==> src/hdl/spims_pkg.sv <==
`default_nettype none
package spims_pkg;
  // ==========================================================
  // Register indices; byte address is four times the index
  // ==========================================================
  localparam int unsigned SPIMS_ADDR_W = 16;
  localparam logic [13:0] SPIMS_IDX_CONTROL = 14'h2540;
  localparam logic [13:0] SPIMS_IDX_STATUS = 14'h2541;
  localparam logic [13:0] SPIMS_IDX_DATA = 14'h2542;
  localparam logic [13:0] SPIMS_IDX_EXT = 14'h2543;
  localparam logic [2:0] SPIMS_SEL_CONTROL = 3'h0;
  localparam logic [2:0] SPIMS_SEL_STATUS = 3'h1;
  localparam logic [2:0] SPIMS_SEL_DATA = 3'h2;
  localparam logic [2:0] SPIMS_SEL_EXT = 3'h3;
  localparam logic [2:0] SPIMS_SEL_NONE = 3'h4;
  // ==========================================================
  // Field positions
  // ==========================================================
  localparam int unsigned SPIMS_CTL_IRQ_EN = 7;
  localparam int unsigned SPIMS_CTL_ENABLE = 6;
  localparam int unsigned SPIMS_CTL_MASTER = 4;
  localparam int unsigned SPIMS_CTL_CLOCK_IDLE_LEVEL = 3;
  localparam int unsigned SPIMS_CTL_CLOCK_PHASE_SEL = 2;
  localparam int unsigned SPIMS_STS_DONE = 7;
  localparam int unsigned SPIMS_STS_WRITE_COLLISION_FLAG = 6;
  // ==========================================================
  // Reset values and counts
  // ==========================================================
  localparam logic [7:0] SPIMS_CONTROL_RST = 8'h10;
  localparam logic [7:0] SPIMS_CONTROL_MASK = 8'hdf;
  localparam logic [7:0] SPIMS_EXT_RST = 8'h02;
  localparam logic [7:0] SPIMS_EXT_MASK = 8'hc3;
  localparam logic [7:0] SPIMS_EMPTY_BYTE = 8'hff;
  localparam logic [3:0] SPIMS_RATE_MAX = 4'hb;
  localparam logic [3:0] SPIMS_LAST_EDGE = 4'hf;
  localparam logic [2:0] SPIMS_LAST_BIT = 3'h7;
  localparam logic [3:0] SPIMS_SYNC_RST = 4'h9;
  localparam int unsigned SPIMS_FIFO_DEPTH = 8;
  typedef enum logic [0:0] {SPIMS_IDLE = 1'b0, SPIMS_RUN = 1'b1} spims_state_t;
endpackage : spims_pkg
`default_nettype wire

==> src/hdl/spims_top.sv <==
// Operation
// - Every byte exchange shifts one byte out and one byte in simultaneously.
// - Master: writing the data buffer starts a transfer; dummy writes fetch slave replies.
// - Data buffer has separate write and read stages; reads return received bytes.
// - Slave: software preloads data buffer; unloaded byte makes the exchange fail.
// - Control bit 7 gates interrupt, bit 6 enables port; both reset to zero.
// - Control bit 4 selects master when one; resets to one.
// - Control bit 3 sets serial clock idle level.
// - Polarity and phase pick data change edge: 00/11 falling, 01/10 rising.
// - Slave samples rising when polarity equals phase, else falling; changes on falling.
// - Control bits 1:0 plus extension bits form rate code, master only.
// - Status bit 7 set at each transfer end, held until software clears; the code does not set it for a slave byte with nothing loaded.
// - Status bit 6 set on data write while transmit FIFO full.
// - Status bits 3 and 2 show transmit FIFO full and empty.
// - Status bits 1 and 0 show receive FIFO full and empty.
// - Data register is an eight-bit read/write buffer without reset value.
// - Rate code 0010 divides by eight; powers of two up to 4096.
// - Extension bits 7:6 hold byte count; done flag set after each byte; the code does not set it for a slave byte with nothing loaded.
//
// The implementer's own choice: register access over APB.
`timescale 1ns/1ns
`default_nettype none

module spims_fifo #(
  parameter int unsigned WIDTH = 8,
  parameter int unsigned DEPTH = 8
) (
  input wire logic clk,
  input wire logic rst_n,
  input wire logic in_valid,
  output logic in_ready,
  input wire logic [WIDTH-1:0] in_data,
  output logic out_valid,
  input wire logic out_ready,
  output logic [WIDTH-1:0] out_data,
  output logic full,
  output logic empty
);
  localparam int unsigned AW = $clog2(DEPTH);
  logic [WIDTH-1:0] mem [DEPTH];
  logic [AW:0] wr_ptr;
  logic [AW:0] rd_ptr;
  logic [AW:0] next_wr_ptr;
  logic [AW:0] next_rd_ptr;
  logic push;
  logic pop;

  if (DEPTH < 2 || (1 << AW) != DEPTH) begin : g_bad_depth
    $error("spims_fifo depth must be a power of two");
  end

  assign empty = (wr_ptr == rd_ptr);
  assign full = (wr_ptr[AW] != rd_ptr[AW]) && (wr_ptr[AW-1:0] == rd_ptr[AW-1:0]);
  assign in_ready = !full;
  assign out_valid = !empty;
  assign out_data = mem[rd_ptr[AW-1:0]];

  always_comb begin
    push = in_valid && !full;
    pop = out_ready && !empty;
    next_wr_ptr = push ? wr_ptr + 1'b1 : wr_ptr;
    next_rd_ptr = pop ? rd_ptr + 1'b1 : rd_ptr;
  end

  always_ff @(posedge clk or negedge rst_n) begin
    if (!rst_n) begin
      wr_ptr <= '0;
      rd_ptr <= '0;
    end else begin
      wr_ptr <= next_wr_ptr;
      rd_ptr <= next_rd_ptr;
    end
  end

  // Storage has no reset value
  always_ff @(posedge clk) begin
    if (push) begin
      mem[wr_ptr[AW-1:0]] <= in_data;
    end
  end
endmodule : spims_fifo

module spims_top #(
  parameter int unsigned FIFO_DEPTH = spims_pkg::SPIMS_FIFO_DEPTH
) (
  input wire logic pclk,
  input wire logic presetn,
  input wire logic psel,
  input wire logic penable,
  input wire logic pwrite,
  input wire logic [spims_pkg::SPIMS_ADDR_W-1:0] paddr,
  input wire logic [31:0] pwdata,
  input wire logic [3:0] pstrb,
  output logic [31:0] prdata,
  output logic pready,
  output logic pslverr,
  input wire logic sck_in,
  output logic sck_out,
  output logic sck_oe,
  input wire logic mosi_in,
  output logic mosi_out,
  output logic mosi_oe,
  input wire logic miso_in,
  output logic miso_out,
  output logic miso_oe,
  input wire logic ss_n_in,
  output logic ss_n_out,
  output logic irq
);
  import spims_pkg::*;

  // ==========================================================
  // Declarations
  // ==========================================================
  logic [7:0] port_control_reg;
  logic [7:0] port_extension_reg;
  logic transfer_done_flag;
  logic write_collision_flag;
  logic [7:0] next_control;
  logic [7:0] next_ext;
  logic next_done;
  logic next_write_collision_flag;
  logic [31:0] next_prdata;
  logic next_pslverr;
  logic apb_setup;
  logic apb_access;
  logic [2:0] sel;
  logic [7:0] status_value;
  logic tx_push;
  logic tx_in_ready;
  logic tx_valid;
  logic tx_pop;
  logic [7:0] tx_data;
  logic tx_fifo_full;
  logic tx_fifo_empty;
  logic rx_push;
  logic rx_ready;
  logic rx_valid;
  logic rx_pop;
  logic [7:0] rx_data;
  logic rx_fifo_full;
  logic rx_fifo_empty;
  logic done_set;
  logic port_enable_bit;
  logic master_select_bit;
  logic clock_idle_level;
  logic clock_phase_sel;
  logic [3:0] rate_code;
  logic [11:0] half_period;
  spims_state_t state;
  spims_state_t next_state;
  logic [11:0] div_cnt;
  logic [11:0] next_div;
  logic [3:0] edge_cnt;
  logic [3:0] next_edge;
  logic sck_level;
  logic next_sck;
  logic [7:0] tx_sh;
  logic [7:0] next_tx;
  logic [7:0] rx_sh;
  logic [7:0] next_rx;
  logic [2:0] bit_cnt;
  logic [2:0] next_bits;
  logic slave_loaded;
  logic next_loaded;
  logic slave_fail;
  logic next_fail;
  logic [3:0] sync1;
  logic [3:0] sync2;
  logic [3:0] sync3;
  logic [3:0] filt;
  logic [3:0] next_filt;
  logic sck_prev;
  logic s_rise;
  logic s_fall;
  logic s_sample;

  // Address decode, also used by the read mux
  function automatic logic [2:0] spims_decode(input logic [SPIMS_ADDR_W-1:0] addr);
    if (addr == {SPIMS_IDX_CONTROL, 2'b00}) begin
      spims_decode = SPIMS_SEL_CONTROL;
    end else if (addr == {SPIMS_IDX_STATUS, 2'b00}) begin
      spims_decode = SPIMS_SEL_STATUS;
    end else if (addr == {SPIMS_IDX_DATA, 2'b00}) begin
      spims_decode = SPIMS_SEL_DATA;
    end else if (addr == {SPIMS_IDX_EXT, 2'b00}) begin
      spims_decode = SPIMS_SEL_EXT;
    end else begin
      spims_decode = SPIMS_SEL_NONE;
    end
  endfunction : spims_decode

  // Half period in system clocks: divider is two to the power code plus one
  function automatic logic [11:0] spims_half(input logic [3:0] code);
    logic [3:0] c;
    c = (code > SPIMS_RATE_MAX) ? SPIMS_RATE_MAX : code;
    spims_half = 12'h001 << c;
  endfunction : spims_half

  if (FIFO_DEPTH < 2) begin : g_bad_fifo_depth
    $error("spims_top FIFO depth too small");
  end

  assign port_enable_bit = port_control_reg[SPIMS_CTL_ENABLE];
  assign master_select_bit = port_control_reg[SPIMS_CTL_MASTER];
  assign clock_idle_level = port_control_reg[SPIMS_CTL_CLOCK_IDLE_LEVEL];
  assign clock_phase_sel = port_control_reg[SPIMS_CTL_CLOCK_PHASE_SEL];
  assign rate_code = {port_extension_reg[1:0], port_control_reg[1:0]};
  assign half_period = spims_half(rate_code);

  // ==========================================================
  // APB slave and registers
  // ==========================================================
  assign apb_setup = psel && !penable;
  assign apb_access = psel && penable;
  assign pready = 1'b1;
  assign sel = spims_decode(paddr);
  assign status_value = {transfer_done_flag, write_collision_flag, 2'b00,
                         tx_fifo_full, tx_fifo_empty, rx_fifo_full, rx_fifo_empty};
  assign tx_push = apb_access && pwrite && pstrb[0] && (sel == SPIMS_SEL_DATA);
  assign rx_pop = apb_access && !pwrite && (sel == SPIMS_SEL_DATA) && rx_valid;
  assign irq = port_control_reg[SPIMS_CTL_IRQ_EN] && transfer_done_flag;

  always_comb begin
    next_control = port_control_reg;
    next_ext = port_extension_reg;
    next_done = transfer_done_flag;
    next_write_collision_flag = write_collision_flag;
    next_prdata = prdata;
    next_pslverr = 1'b0;
    if (apb_setup) begin
      next_pslverr = (sel == SPIMS_SEL_NONE);
      if (sel == SPIMS_SEL_CONTROL) begin
        next_prdata = {24'h000000, port_control_reg};
      end else if (sel == SPIMS_SEL_STATUS) begin
        next_prdata = {24'h000000, status_value};
      end else if (sel == SPIMS_SEL_DATA) begin
        next_prdata = {24'h000000, rx_valid ? rx_data : 8'h00};
      end else if (sel == SPIMS_SEL_EXT) begin
        next_prdata = {24'h000000, port_extension_reg};
      end else begin
        next_prdata = 32'h00000000;
      end
    end else begin
      next_pslverr = pslverr && psel;
    end
    if (apb_access && pwrite && pstrb[0]) begin
      if (sel == SPIMS_SEL_CONTROL) begin
        next_control = pwdata[7:0] & SPIMS_CONTROL_MASK;
      end else if (sel == SPIMS_SEL_EXT) begin
        next_ext = pwdata[7:0] & SPIMS_EXT_MASK;
      end else if (sel == SPIMS_SEL_STATUS) begin
        next_done = transfer_done_flag && pwdata[SPIMS_STS_DONE];
        next_write_collision_flag = write_collision_flag && pwdata[SPIMS_STS_WRITE_COLLISION_FLAG];
      end
    end
    // Hardware set wins over a software clear in the same cycle
    if (done_set) begin
      next_done = 1'b1;
    end
    if (tx_push && !tx_in_ready) begin
      next_write_collision_flag = 1'b1;
    end
  end

  always_ff @(posedge pclk or negedge presetn) begin
    if (!presetn) begin
      port_control_reg <= SPIMS_CONTROL_RST;
      port_extension_reg <= SPIMS_EXT_RST;
      transfer_done_flag <= 1'b0;
      write_collision_flag <= 1'b0;
      prdata <= 32'h00000000;
      pslverr <= 1'b0;
    end else begin
      port_control_reg <= next_control;
      port_extension_reg <= next_ext;
      transfer_done_flag <= next_done;
      write_collision_flag <= next_write_collision_flag;
      prdata <= next_prdata;
      pslverr <= next_pslverr;
    end
  end

  // ==========================================================
  // Transmit and receive FIFOs
  // ==========================================================
  spims_fifo #(.WIDTH(8), .DEPTH(FIFO_DEPTH)) u_tx_fifo (
    .clk(pclk), .rst_n(presetn),
    .in_valid(tx_push), .in_ready(tx_in_ready), .in_data(pwdata[7:0]),
    .out_valid(tx_valid), .out_ready(tx_pop), .out_data(tx_data),
    .full(tx_fifo_full), .empty(tx_fifo_empty)
  );

  spims_fifo #(.WIDTH(8), .DEPTH(FIFO_DEPTH)) u_rx_fifo (
    .clk(pclk), .rst_n(presetn),
    .in_valid(rx_push), .in_ready(rx_ready), .in_data(next_rx),
    .out_valid(rx_valid), .out_ready(rx_pop), .out_data(rx_data),
    .full(rx_fifo_full), .empty(rx_fifo_empty)
  );

  // ==========================================================
  // Pin synchronisers: {sck, mosi, miso, ss_n}
  // ==========================================================
  always_comb begin
    next_filt = filt;
    for (int i = 0; i < 4; i++) begin
      if (sync2[i] == sync3[i]) begin
        next_filt[i] = sync3[i];
      end
    end
  end

  always_ff @(posedge pclk or negedge presetn) begin
    if (!presetn) begin
      sync1 <= SPIMS_SYNC_RST;
      sync2 <= SPIMS_SYNC_RST;
      sync3 <= SPIMS_SYNC_RST;
      filt <= SPIMS_SYNC_RST;
      // Same level as the synced clock pin, so no false edge follows reset
      sck_prev <= SPIMS_SYNC_RST[3];
    end else begin
      sync1 <= {sck_in, mosi_in, miso_in, ss_n_in};
      sync2 <= sync1;
      sync3 <= sync2;
      filt <= next_filt;
      sck_prev <= filt[3];
    end
  end

  assign s_rise = filt[3] && !sck_prev;
  assign s_fall = !filt[3] && sck_prev;
  assign s_sample = (clock_idle_level == clock_phase_sel) ? s_rise : s_fall;

  // ==========================================================
  // Serial engine
  // ==========================================================
  always_comb begin
    next_state = state;
    next_div = div_cnt;
    next_edge = edge_cnt;
    next_sck = sck_level;
    next_tx = tx_sh;
    next_rx = rx_sh;
    next_bits = bit_cnt;
    next_loaded = slave_loaded;
    next_fail = slave_fail;
    tx_pop = 1'b0;
    rx_push = 1'b0;
    done_set = 1'b0;
    if (!port_enable_bit) begin
      next_state = SPIMS_IDLE;
      next_sck = clock_idle_level;
      next_bits = 3'h0;
      next_loaded = 1'b0;
    end else if (master_select_bit) begin
      case (state)
        SPIMS_IDLE: begin
          next_sck = clock_idle_level;
          // Waits for room in the receive FIFO before starting a byte
          if (tx_valid && rx_ready) begin
            tx_pop = 1'b1;
            next_tx = tx_data;
            next_div = 12'h000;
            next_edge = 4'h0;
            next_state = SPIMS_RUN;
          end
        end
        SPIMS_RUN: begin
          if (div_cnt == half_period - 12'h001) begin
            next_div = 12'h000;
            next_sck = !sck_level;
            next_edge = edge_cnt + 4'h1;
            if (edge_cnt[0] == clock_phase_sel) begin
              next_rx = {rx_sh[6:0], filt[1]};
            end else if (!(clock_phase_sel && edge_cnt == 4'h0)) begin
              next_tx = {tx_sh[6:0], 1'b0};
            end
            if (edge_cnt == SPIMS_LAST_EDGE) begin
              rx_push = 1'b1;
              done_set = 1'b1;
              next_state = SPIMS_IDLE;
            end
          end else begin
            next_div = div_cnt + 12'h001;
          end
        end
        default: begin
          next_state = SPIMS_IDLE;
        end
      endcase
    end else begin
      next_state = SPIMS_IDLE;
      next_sck = clock_idle_level;
      if (filt[0]) begin
        next_bits = 3'h0;
        next_loaded = 1'b0;
      end else if (!slave_loaded) begin
        next_loaded = 1'b1;
        next_bits = 3'h0;
        if (tx_valid) begin
          tx_pop = 1'b1;
          next_tx = tx_data;
          next_fail = 1'b0;
        end else begin
          next_tx = SPIMS_EMPTY_BYTE;
          next_fail = 1'b1;
        end
      end else begin
        if (s_sample) begin
          next_rx = {rx_sh[6:0], filt[2]};
          next_bits = bit_cnt + 3'h1;
        end
        if (s_fall && (bit_cnt != 3'h0 || s_sample)) begin
          next_tx = {tx_sh[6:0], 1'b0};
        end
        if (s_sample && bit_cnt == SPIMS_LAST_BIT) begin
          next_loaded = 1'b0;
          // A byte that had nothing loaded is discarded
          if (!slave_fail) begin
            rx_push = 1'b1;
            done_set = 1'b1;
          end
        end
      end
    end
  end

  always_ff @(posedge pclk or negedge presetn) begin
    if (!presetn) begin
      state <= SPIMS_IDLE;
      div_cnt <= 12'h000;
      edge_cnt <= 4'h0;
      sck_level <= 1'b0;
      tx_sh <= 8'h00;
      rx_sh <= 8'h00;
      bit_cnt <= 3'h0;
      slave_loaded <= 1'b0;
      slave_fail <= 1'b0;
    end else begin
      state <= next_state;
      div_cnt <= next_div;
      edge_cnt <= next_edge;
      sck_level <= next_sck;
      tx_sh <= next_tx;
      rx_sh <= next_rx;
      bit_cnt <= next_bits;
      slave_loaded <= next_loaded;
      slave_fail <= next_fail;
    end
  end

  assign sck_out = sck_level;
  assign mosi_out = tx_sh[7];
  assign miso_out = tx_sh[7];
  assign sck_oe = port_enable_bit && master_select_bit;
  assign mosi_oe = port_enable_bit && master_select_bit;
  assign miso_oe = port_enable_bit && !master_select_bit && !filt[0];
  assign ss_n_out = !(state == SPIMS_RUN);

  // ==========================================================
  // Assertions
  // ==========================================================
  logic [4:0] tog_cnt;
  always_ff @(posedge pclk or negedge presetn) begin
    if (!presetn) begin
      tog_cnt <= 5'h00;
    end else if (state == SPIMS_IDLE) begin
      tog_cnt <= 5'h00;
    end else if (next_sck != sck_level) begin
      tog_cnt <= tog_cnt + 5'h01;
    end
  end
endmodule : spims_top
`default_nettype wire

==> config.mk <==
export PLATFORM = sky130hd
export DESIGN_NAME = spims_top
export DESIGN_NICKNAME = d
export VERILOG_FILES = /design/src/hdl/spims_pkg.sv /design/src/hdl/spims_top.sv
export SDC_FILE = /design/constraint.sdc
export NUM_CORES = 1
export LEC_CHECK = 0
export BUFFER_PORTS_ARGS = -buffer_cell sky130_fd_sc_hd__buf_2
export CAP_MARGIN = 20
export CELL_PAD_IN_SITES_DETAIL_PLACEMENT = 1
export CELL_PAD_IN_SITES_GLOBAL_PLACEMENT = 1
export CORE_MARGIN = 3
export CORE_UTILIZATION = 40
export DETAILED_ROUTE_END_ITERATION = 8
export GPL_TIMING_DRIVEN = 0
export PLACE_DENSITY = 0.63
export SYNTH_ARGS = -nofsm -noshare
export SYNTH_HDL_FRONTEND = slang
export SYNTH_SLANG_ARGS = --single-unit
export TNS_END_PERCENT = 100
==> constraint.sdc <==
create_clock -name pclk -period 10.1 [get_ports pclk]
set_input_delay 2.02 -clock pclk [delete_from_list [all_inputs] [get_ports pclk]]
set_output_delay 2.02 -clock pclk [all_outputs]
set_load 0.01 [all_outputs]
==> results.sh, run 1 <==
export IMPL_power_leakage_nw=4.30
export IMPL_pin_count=103
export IMPL_cp_max_fo=11
export IMPL_initial_core_util_pct=41.2
export IMPL_die_h_um=165
export IMPL_drtPass1Iterations=4
export IMPL_dpl_instance_area_mm2=0.0109
export IMPL_cts_repair_resized=0
export IMPL_grt_pass1_wl_um=37600
export IMPL_worstSetupEndpointType="output pin"
export IMPL_synthFlopType="edfxtp_1"
export IMPL_synth_xor_xnor_area_share_pct=2.78
export IMPL_synth_top_cell_area_share_pct=38.1
export IMPL_dpl_cell_count=1135
export IMPL_die_w_um=165
export IMPL_clock_sinks=222
export IMPL_synth_common_cells="edfxtp_1, dfrtp_1, nand2_1, mux2_2, nor2_1"
export IMPL_finalCritPeriodShare_pct=44.9
export IMPL_yosys_area_share_simple_pct=10.2
export IMPL_layout_nets=911
export IMPL_cp_arrival_ns=2.52
export IMPL_gr_total_overflow=0
export IMPL_fin_setup_tns_ns=0
export IMPL_grt_setup_unrepaired="false"
export IMPL_drt_iter0_drc=307
export IMPL_rows=57
export IMPL_synthAdderAreaFrac_pct=1.76
export IMPL_ctsHoldBuffers=0
export IMPL_viasPerCell=5.23
export IMPL_grt_usage_pct=18.0
export IMPL_hold_class="register to register"
export IMPL_syn_inst=735
export IMPL_dieArea_mm2=0.0272
export IMPL_power_mw=1.84
export IMPL_wl_per_cell_um=20.2
export IMPL_cts_tree="done"
export IMPL_worstSkewPairLatency_ns=0.52
export IMPL_wirelength_um=23800
export IMPL_fillers=2530
export IMPL_insertedDiodeCount=0
export IMPL_pre_cts_slack_ns=5.04
export IMPL_path_class="register to output pin"
export IMPL_synth_compound_area_share_pct=6.62
export IMPL_hold_violations=0
export IMPL_htreeDepth=1
export IMPL_seq_area_frac_synth_pct=61.5
export IMPL_synth_edff_count=128
export IMPL_first_global_vias=6635
export IMPL_start_kind="register"
export IMPL_drive_gt1_share_pct=26.1
export IMPL_synth_area_leaders="edfxtp_1, dfrtp_1, mux4_2, mux2_2, dfstp_2"
export IMPL_ys_warn_count=0
export IMPL_clock_path_buffers=3
export IMPL_syn2layout_area_growth_pct=15.3
export IMPL_ys_ff_latch=222
export IMPL_numCtsBuffers=25
export IMPL_finalSetupViolCount=0
export IMPL_synth_top_family_by_area="multiplexers"
export IMPL_hpwl_um=16500
export IMPL_required_ns=8.08
export IMPL_syn_area_mm2=0.0101
export IMPL_status="complete, no violations"
export IMPL_synthArstFlopShare_pct=42.3
export IMPL_slew_headroom_pct=28.6
export IMPL_clk_pin_slew_worst_paths_ns=0.05
export IMPL_instances_no_fill=1181
export IMPL_final_util_pct=47.4
export IMPL_skew_ns=0.0105
export IMPL_place_congestion=0.817
export IMPL_max_cap_viol_count=0
export IMPL_peakVddDrop_mv=0.131
export IMPL_yosysMostFrequentCell="edfxtp_1"
export IMPL_num_vias=6182
export IMPL_grt_antenna_before_repair=0
export IMPL_avgSynthCellArea_um2=13.7
export IMPL_layout_min_cycle_time_ns=4.54
export IMPL_worst_hold_slack_ns=0.349
export IMPL_yosys_area_top_type="edfxtp_1"
export IMPL_synthDistinctLibCells=67
export IMPL_final_max_slew_viol_count=0
export IMPL_finish_instance_area_mm2=0.0116
export IMPL_synth_area_mux_share_pct=12.7
export IMPL_grt_max_degree=65
export IMPL_fmax_mhz=220
export IMPL_worst_pin_slew_ns=1.07
export IMPL_fp_coreArea_mm2=0.0245
export IMPL_drc=0
export IMPL_post_cts_setup_buffers=0
export IMPL_powerDensity_mw_per_mm2=158
export IMPL_setup_ws_ns=5.56
export IMPL_rrSetupSlack_ns=5.76
export IMPL_postRouteAntennaNets=0
export IMPL_placement_io_buffers=49
export IMPL_root_buffer="clkbuf_16"
[critical path, cell delays in order, from the launching register on]
cell,delay (ns)
dfrtp_1,0.32
clkbuf_1,0.33
nand2_1,0.35
inv_1,0.15
clkbuf_1,0.52
buf_4,0.21
buf_2,0.12
[per-layer routing]
| metal | up-vias | GRT usage (%) | part of all wire (%) |
|---|---|---|---|
| met1 | 3146 | 23.1 | 42 |
| met4 | 0 | 4.23 | 2.2 |
| met2 | 102 | 32.5 | 52 |
| li1 | 2899 | - | - |
| met5 | - | 0 | 0 |
| met3 | 35 | 2.13 | 3.4 |
[cell type report]
class	count	area (um2)	area share, %
Clock buffer	36	667	5.73
Buffer	66	388	3.33
Clock inverter	9	67.6	0.580
Multi-Input combinational cell	454	3530	30.4
Inverter	16	60.1	0.516
Timing Repair Buffer	54	308	2.64
Sequential cell	222	6210	53.3
Tap cell	324	405	3.48
[cells by family after synthesis]
family	after synthesis
mux	83
flops	222
fa+ha+maj	15
buf+inv	82
compound gates	101
simple gates	198
other cells	2
xor+xnor	32
[layout by cell type (no fill, tap or decap), types with 5 or more instances in the layout]
cell / netlist / layout
a21oi_1: 22 / 22
a22o_1: 5 / 5
a31oi_1: 8 / 8
buf_1: 5 / 5
buf_2: 10 / 58
buf_4: 28 / 32
clkbuf_1: 20 / 31
clkbuf_16: 0 / 25
clkinv_2: 0 / 6
conb_1: 2 / 25
dfrtp_1: 83 / 83
dfstp_2: 11 / 11
edfxtp_1: 128 / 128
ha_1: 11 / 11
inv_1: 16 / 16
mux2_2: 37 / 37
mux2i_1: 14 / 14
mux4_2: 32 / 32
nand2_1: 62 / 62
nand2b_1: 13 / 13
nand3_1: 22 / 22
nand4_1: 11 / 11
nor2_1: 34 / 34
nor3_1: 14 / 12
o211ai_1: 11 / 11
o21ai_0: 30 / 30
xnor2_1: 18 / 18
xor2_1: 14 / 14
[power by group]
group / internal, mW / switching, mW
logic: 0.0165 / 0.0261
registers: 0.963 / 0.00273
clock network: 0.482 / 0.347
total: 1.46 / 0.376
[path summary, 6_finish.rpt]
path	from	endpoint	cells past startpoint
max reg2reg	port_extension_reg[0]	u_rx_fifo.mem[6][4]	11
max	port_control_reg[6]	sck_oe	6
min in group asynchronous	presetn	div_cnt[8]	1
min reg2reg	sync1[2]	sync2[2]	0
min	sync1[2]	sync2[2]	0
max in group asynchronous	presetn	port_extension_reg[1]	2
Note: power is estimated with default switching activity, not from simulation.
==> inputs of run 2 (changes only) <==
--- a/config.mk
+++ b/config.mk
@@ -5,6 +5,7 @@
 export SDC_FILE = /design/constraint.sdc
 export NUM_CORES = 1
 export LEC_CHECK = 0
+export ABC_AREA = 1
 export BUFFER_PORTS_ARGS = -buffer_cell sky130_fd_sc_hd__buf_2
 export CAP_MARGIN = 20
 export CELL_PAD_IN_SITES_DETAIL_PLACEMENT = 1
@@ -13,7 +14,7 @@
 export CORE_UTILIZATION = 40
 export DETAILED_ROUTE_END_ITERATION = 8
 export GPL_TIMING_DRIVEN = 0
-export PLACE_DENSITY = 0.63
+export PLACE_DENSITY = 0.66
 export SYNTH_ARGS = -nofsm -noshare
 export SYNTH_HDL_FRONTEND = slang
 export SYNTH_SLANG_ARGS = --single-unit
==> constraint.sdc (replaced) <==
create_clock -name pclk -period 4.7 [get_ports pclk]
set_input_delay 0.94 -clock pclk [delete_from_list [all_inputs] [get_ports pclk]]
set_output_delay 0.94 -clock pclk [all_outputs]
set_load 0.01 [all_outputs]
==> results.sh, run 2 <==
export IMPL_gr_total_overflow=0
export IMPL_finalCritPeriodShare_pct=80.5
export IMPL_skew_ns=0.0295
export IMPL_syn_area_mm2=0.0104
export IMPL_path_class="register to register"
export IMPL_start_kind="register"
export IMPL_ys_ff_latch=222
export IMPL_grt_usage_pct=20.2
export IMPL_fmax_mhz=264
export IMPL_place_congestion=0.804
export IMPL_cts_tree="done"
export IMPL_insertedDiodeCount=0
export IMPL_grt_max_degree=57
export IMPL_synthDistinctLibCells=52
export IMPL_grt_pass1_wl_um=45400
export IMPL_viasPerCell=5.25
export IMPL_final_cell_mix="nand2_1, edfxtp_1, nor2_1, o21ai_0, inv_1"
export IMPL_fillers=2860
export IMPL_numCtsBuffers=25
export IMPL_root_buffer="clkbuf_16"
export IMPL_hold_class="register to register"
export IMPL_initial_core_util_pct=41.1
export IMPL_cts_repair_resized=0
export IMPL_synth_common_cells="nand2_1, edfxtp_1, nor2_1, o21ai_0, inv_1"
export IMPL_final_max_slew_viol_count=0
export IMPL_synth_area_leaders="edfxtp_1, dfrtp_1, nand2_1, o21ai_0, nor2_1"
export IMPL_required_ns=4.85
export IMPL_finalSetupViolCount=0
export IMPL_synthArstFlopShare_pct=42.3
export IMPL_layout_min_cycle_time_ns=3.79
export IMPL_ctsHoldBuffers=0
export IMPL_avgSynthCellArea_um2=10.1
export IMPL_dpl_instance_area_mm2=0.0113
export IMPL_pin_count=103
export IMPL_worst_pin_slew_ns=1.10
export IMPL_synth_edff_count=128
export IMPL_htreeDepth=1
export IMPL_syn2layout_area_growth_pct=15.4
export IMPL_dieArea_mm2=0.0281
export IMPL_setup_ws_ns=0.915
export IMPL_seq_area_frac_synth_pct=59.5
export IMPL_peakVddDrop_mv=0.325
export IMPL_drc=0
export IMPL_grt_antenna_before_repair=0
export IMPL_drtPass1Iterations=5
export IMPL_postRouteAntennaNets=0
export IMPL_syn_inst=1032
export IMPL_power_leakage_nw=4.92
export IMPL_layout_commonest_cell="nand2_1"
export IMPL_worstSkewPairLatency_ns=0.54
export IMPL_synthFlopType="edfxtp_1"
export IMPL_num_vias=7784
export IMPL_wl_per_cell_um=19.1
export IMPL_die_w_um=168
export IMPL_fp_coreArea_mm2=0.0254
export IMPL_clock_path_buffers=3
export IMPL_slew_headroom_pct=25.7
export IMPL_cp_arrival_ns=3.94
export IMPL_pre_cts_slack_ns=0.913
export IMPL_post_cts_setup_buffers=0
export IMPL_placement_io_buffers=50
export IMPL_rows=58
export IMPL_hpwl_um=20100
export IMPL_clock_sinks=222
export IMPL_first_global_vias=8080
export IMPL_hold_violations=0
export IMPL_worstSetupEndpointType="register"
export IMPL_synth_top_cell_area_share_pct=36.8
export IMPL_die_h_um=168
export IMPL_clk_pin_slew_worst_paths_ns=0.06
export IMPL_ys_warn_count=0
export IMPL_grt_setup_unrepaired="false"
export IMPL_max_cap_viol_count=0
export IMPL_yosys_area_top_type="edfxtp_1"
export IMPL_fin_setup_tns_ns=0
export IMPL_powerDensity_mw_per_mm2=338
export IMPL_drt_iter0_drc=497
export IMPL_cp_max_fo=10
export IMPL_drive_gt1_share_pct=16.1
export IMPL_wirelength_um=28400
export IMPL_layout_nets=1206
export IMPL_yosysMostFrequentCell="nand2_1"
export IMPL_finish_instance_area_mm2=0.0121
export IMPL_status="complete, no violations"
## run 2: cell count changes after synthesis, sizes merged, moves of 19 or more
cell / before / now
mux2: 37 / 4
mux4: 32 / 0
nor2: 34 / 114
nand3: 22 / 77
inv: 16 / 98
o21ai: 31 / 100
o221ai: 0 / 19
nand2: 63 / 180
## run 2: layout make-up
cell class	count	area, um2	area share (%)
Buffer	62	369	3.06
Inverter	100	375	3.11
Clock buffer	32	662	5.49
Timing Repair Buffer	52	285	2.37
Tap cell	330	413	3.43
Sequential cell	222	6210	51.5
Clock inverter	14	131	1.09
Multi-Input combinational cell	671	3610	29.9
## run 2: worst max-delay path, stage by stage, from the launching register on
cell and delay [ns]:
dfstp_2 0.53, buf_4 0.16, nand2_1 0.10, nand3_1 0.13, inv_2 0.05, nand2_1 0.08, ha_1 0.25, nand2_1 0.07
inv_1 0.04, nor2_1 0.08, nand3_1 0.08, nor2_1 0.09, nand2_1 0.08, nor3_4 0.24, nand4_2 0.21, o21bai_4 0.29
nand2_2 0.14, nor2_1 0.79
## run 2: cell families after synthesis
| logic type | count (synthesis) | synth area share [%] |
|---|---|---|
| and+or+nand+nor | 409 | 17.3 |
| DFF | 222 | 59.5 |
| AOI/OAI and AO/OA | 177 | 10.3 |
| buffers and inverters | 162 | 7.13 |
| muxes | 23 | 2.25 |
| xor gates and xnor gates | 22 | 1.84 |
| adders and majority gates | 15 | 1.70 |
| other | 2 | 0.0719 |
## run 2: report_power, final
group	total (mW)	internal [mW]	switching (mW)
Clock	1.89	1.11	0.786
Sequential	2.08	2.07	0.00727
Combinational	0.100	0.0372	0.0630
## run 2: path summary, 6_finish.rpt
check | startpoint | end | slack, ns | depth (start not counted)
worst min-delay path | sync1[2] | sync2[2] | 0.35 | 0
worst max register to register | port_extension_reg[1] | u_rx_fifo.mem[7][1] | 0.91 | 17
worst min register to register | sync1[2] | sync2[2] | 0.35 | 0
worst max-delay path | port_extension_reg[1] | u_rx_fifo.mem[7][1] | 0.91 | 17
min in group asynchronous | presetn | div_cnt[6] | 0.41 | 1
max in group asynchronous | presetn | port_extension_reg[1] | 3.61 | 2
## run 2: stage by stage
stage               util, %  power [mW]  cells  hold WS [ns]
floorplan                 -        2.16   1055         0.331
global placement       44.1        2.21   1435         0.332
detailed placement     44.3        2.22   1437         0.340
CTS                    47.5        4.12   1483         0.354
global route           47.5        4.21   1483         0.359
finish                 47.5        4.07   1483         0.350
## run 2: layer usage
layer	up-vias	global-route usage [%]	wire, um
met5	-	0	0
met4	0	4.41	544
met3	34	2.41	970
met2	122	34.0	13800
met1	3916	28.4	13000
li1	3712	-	-
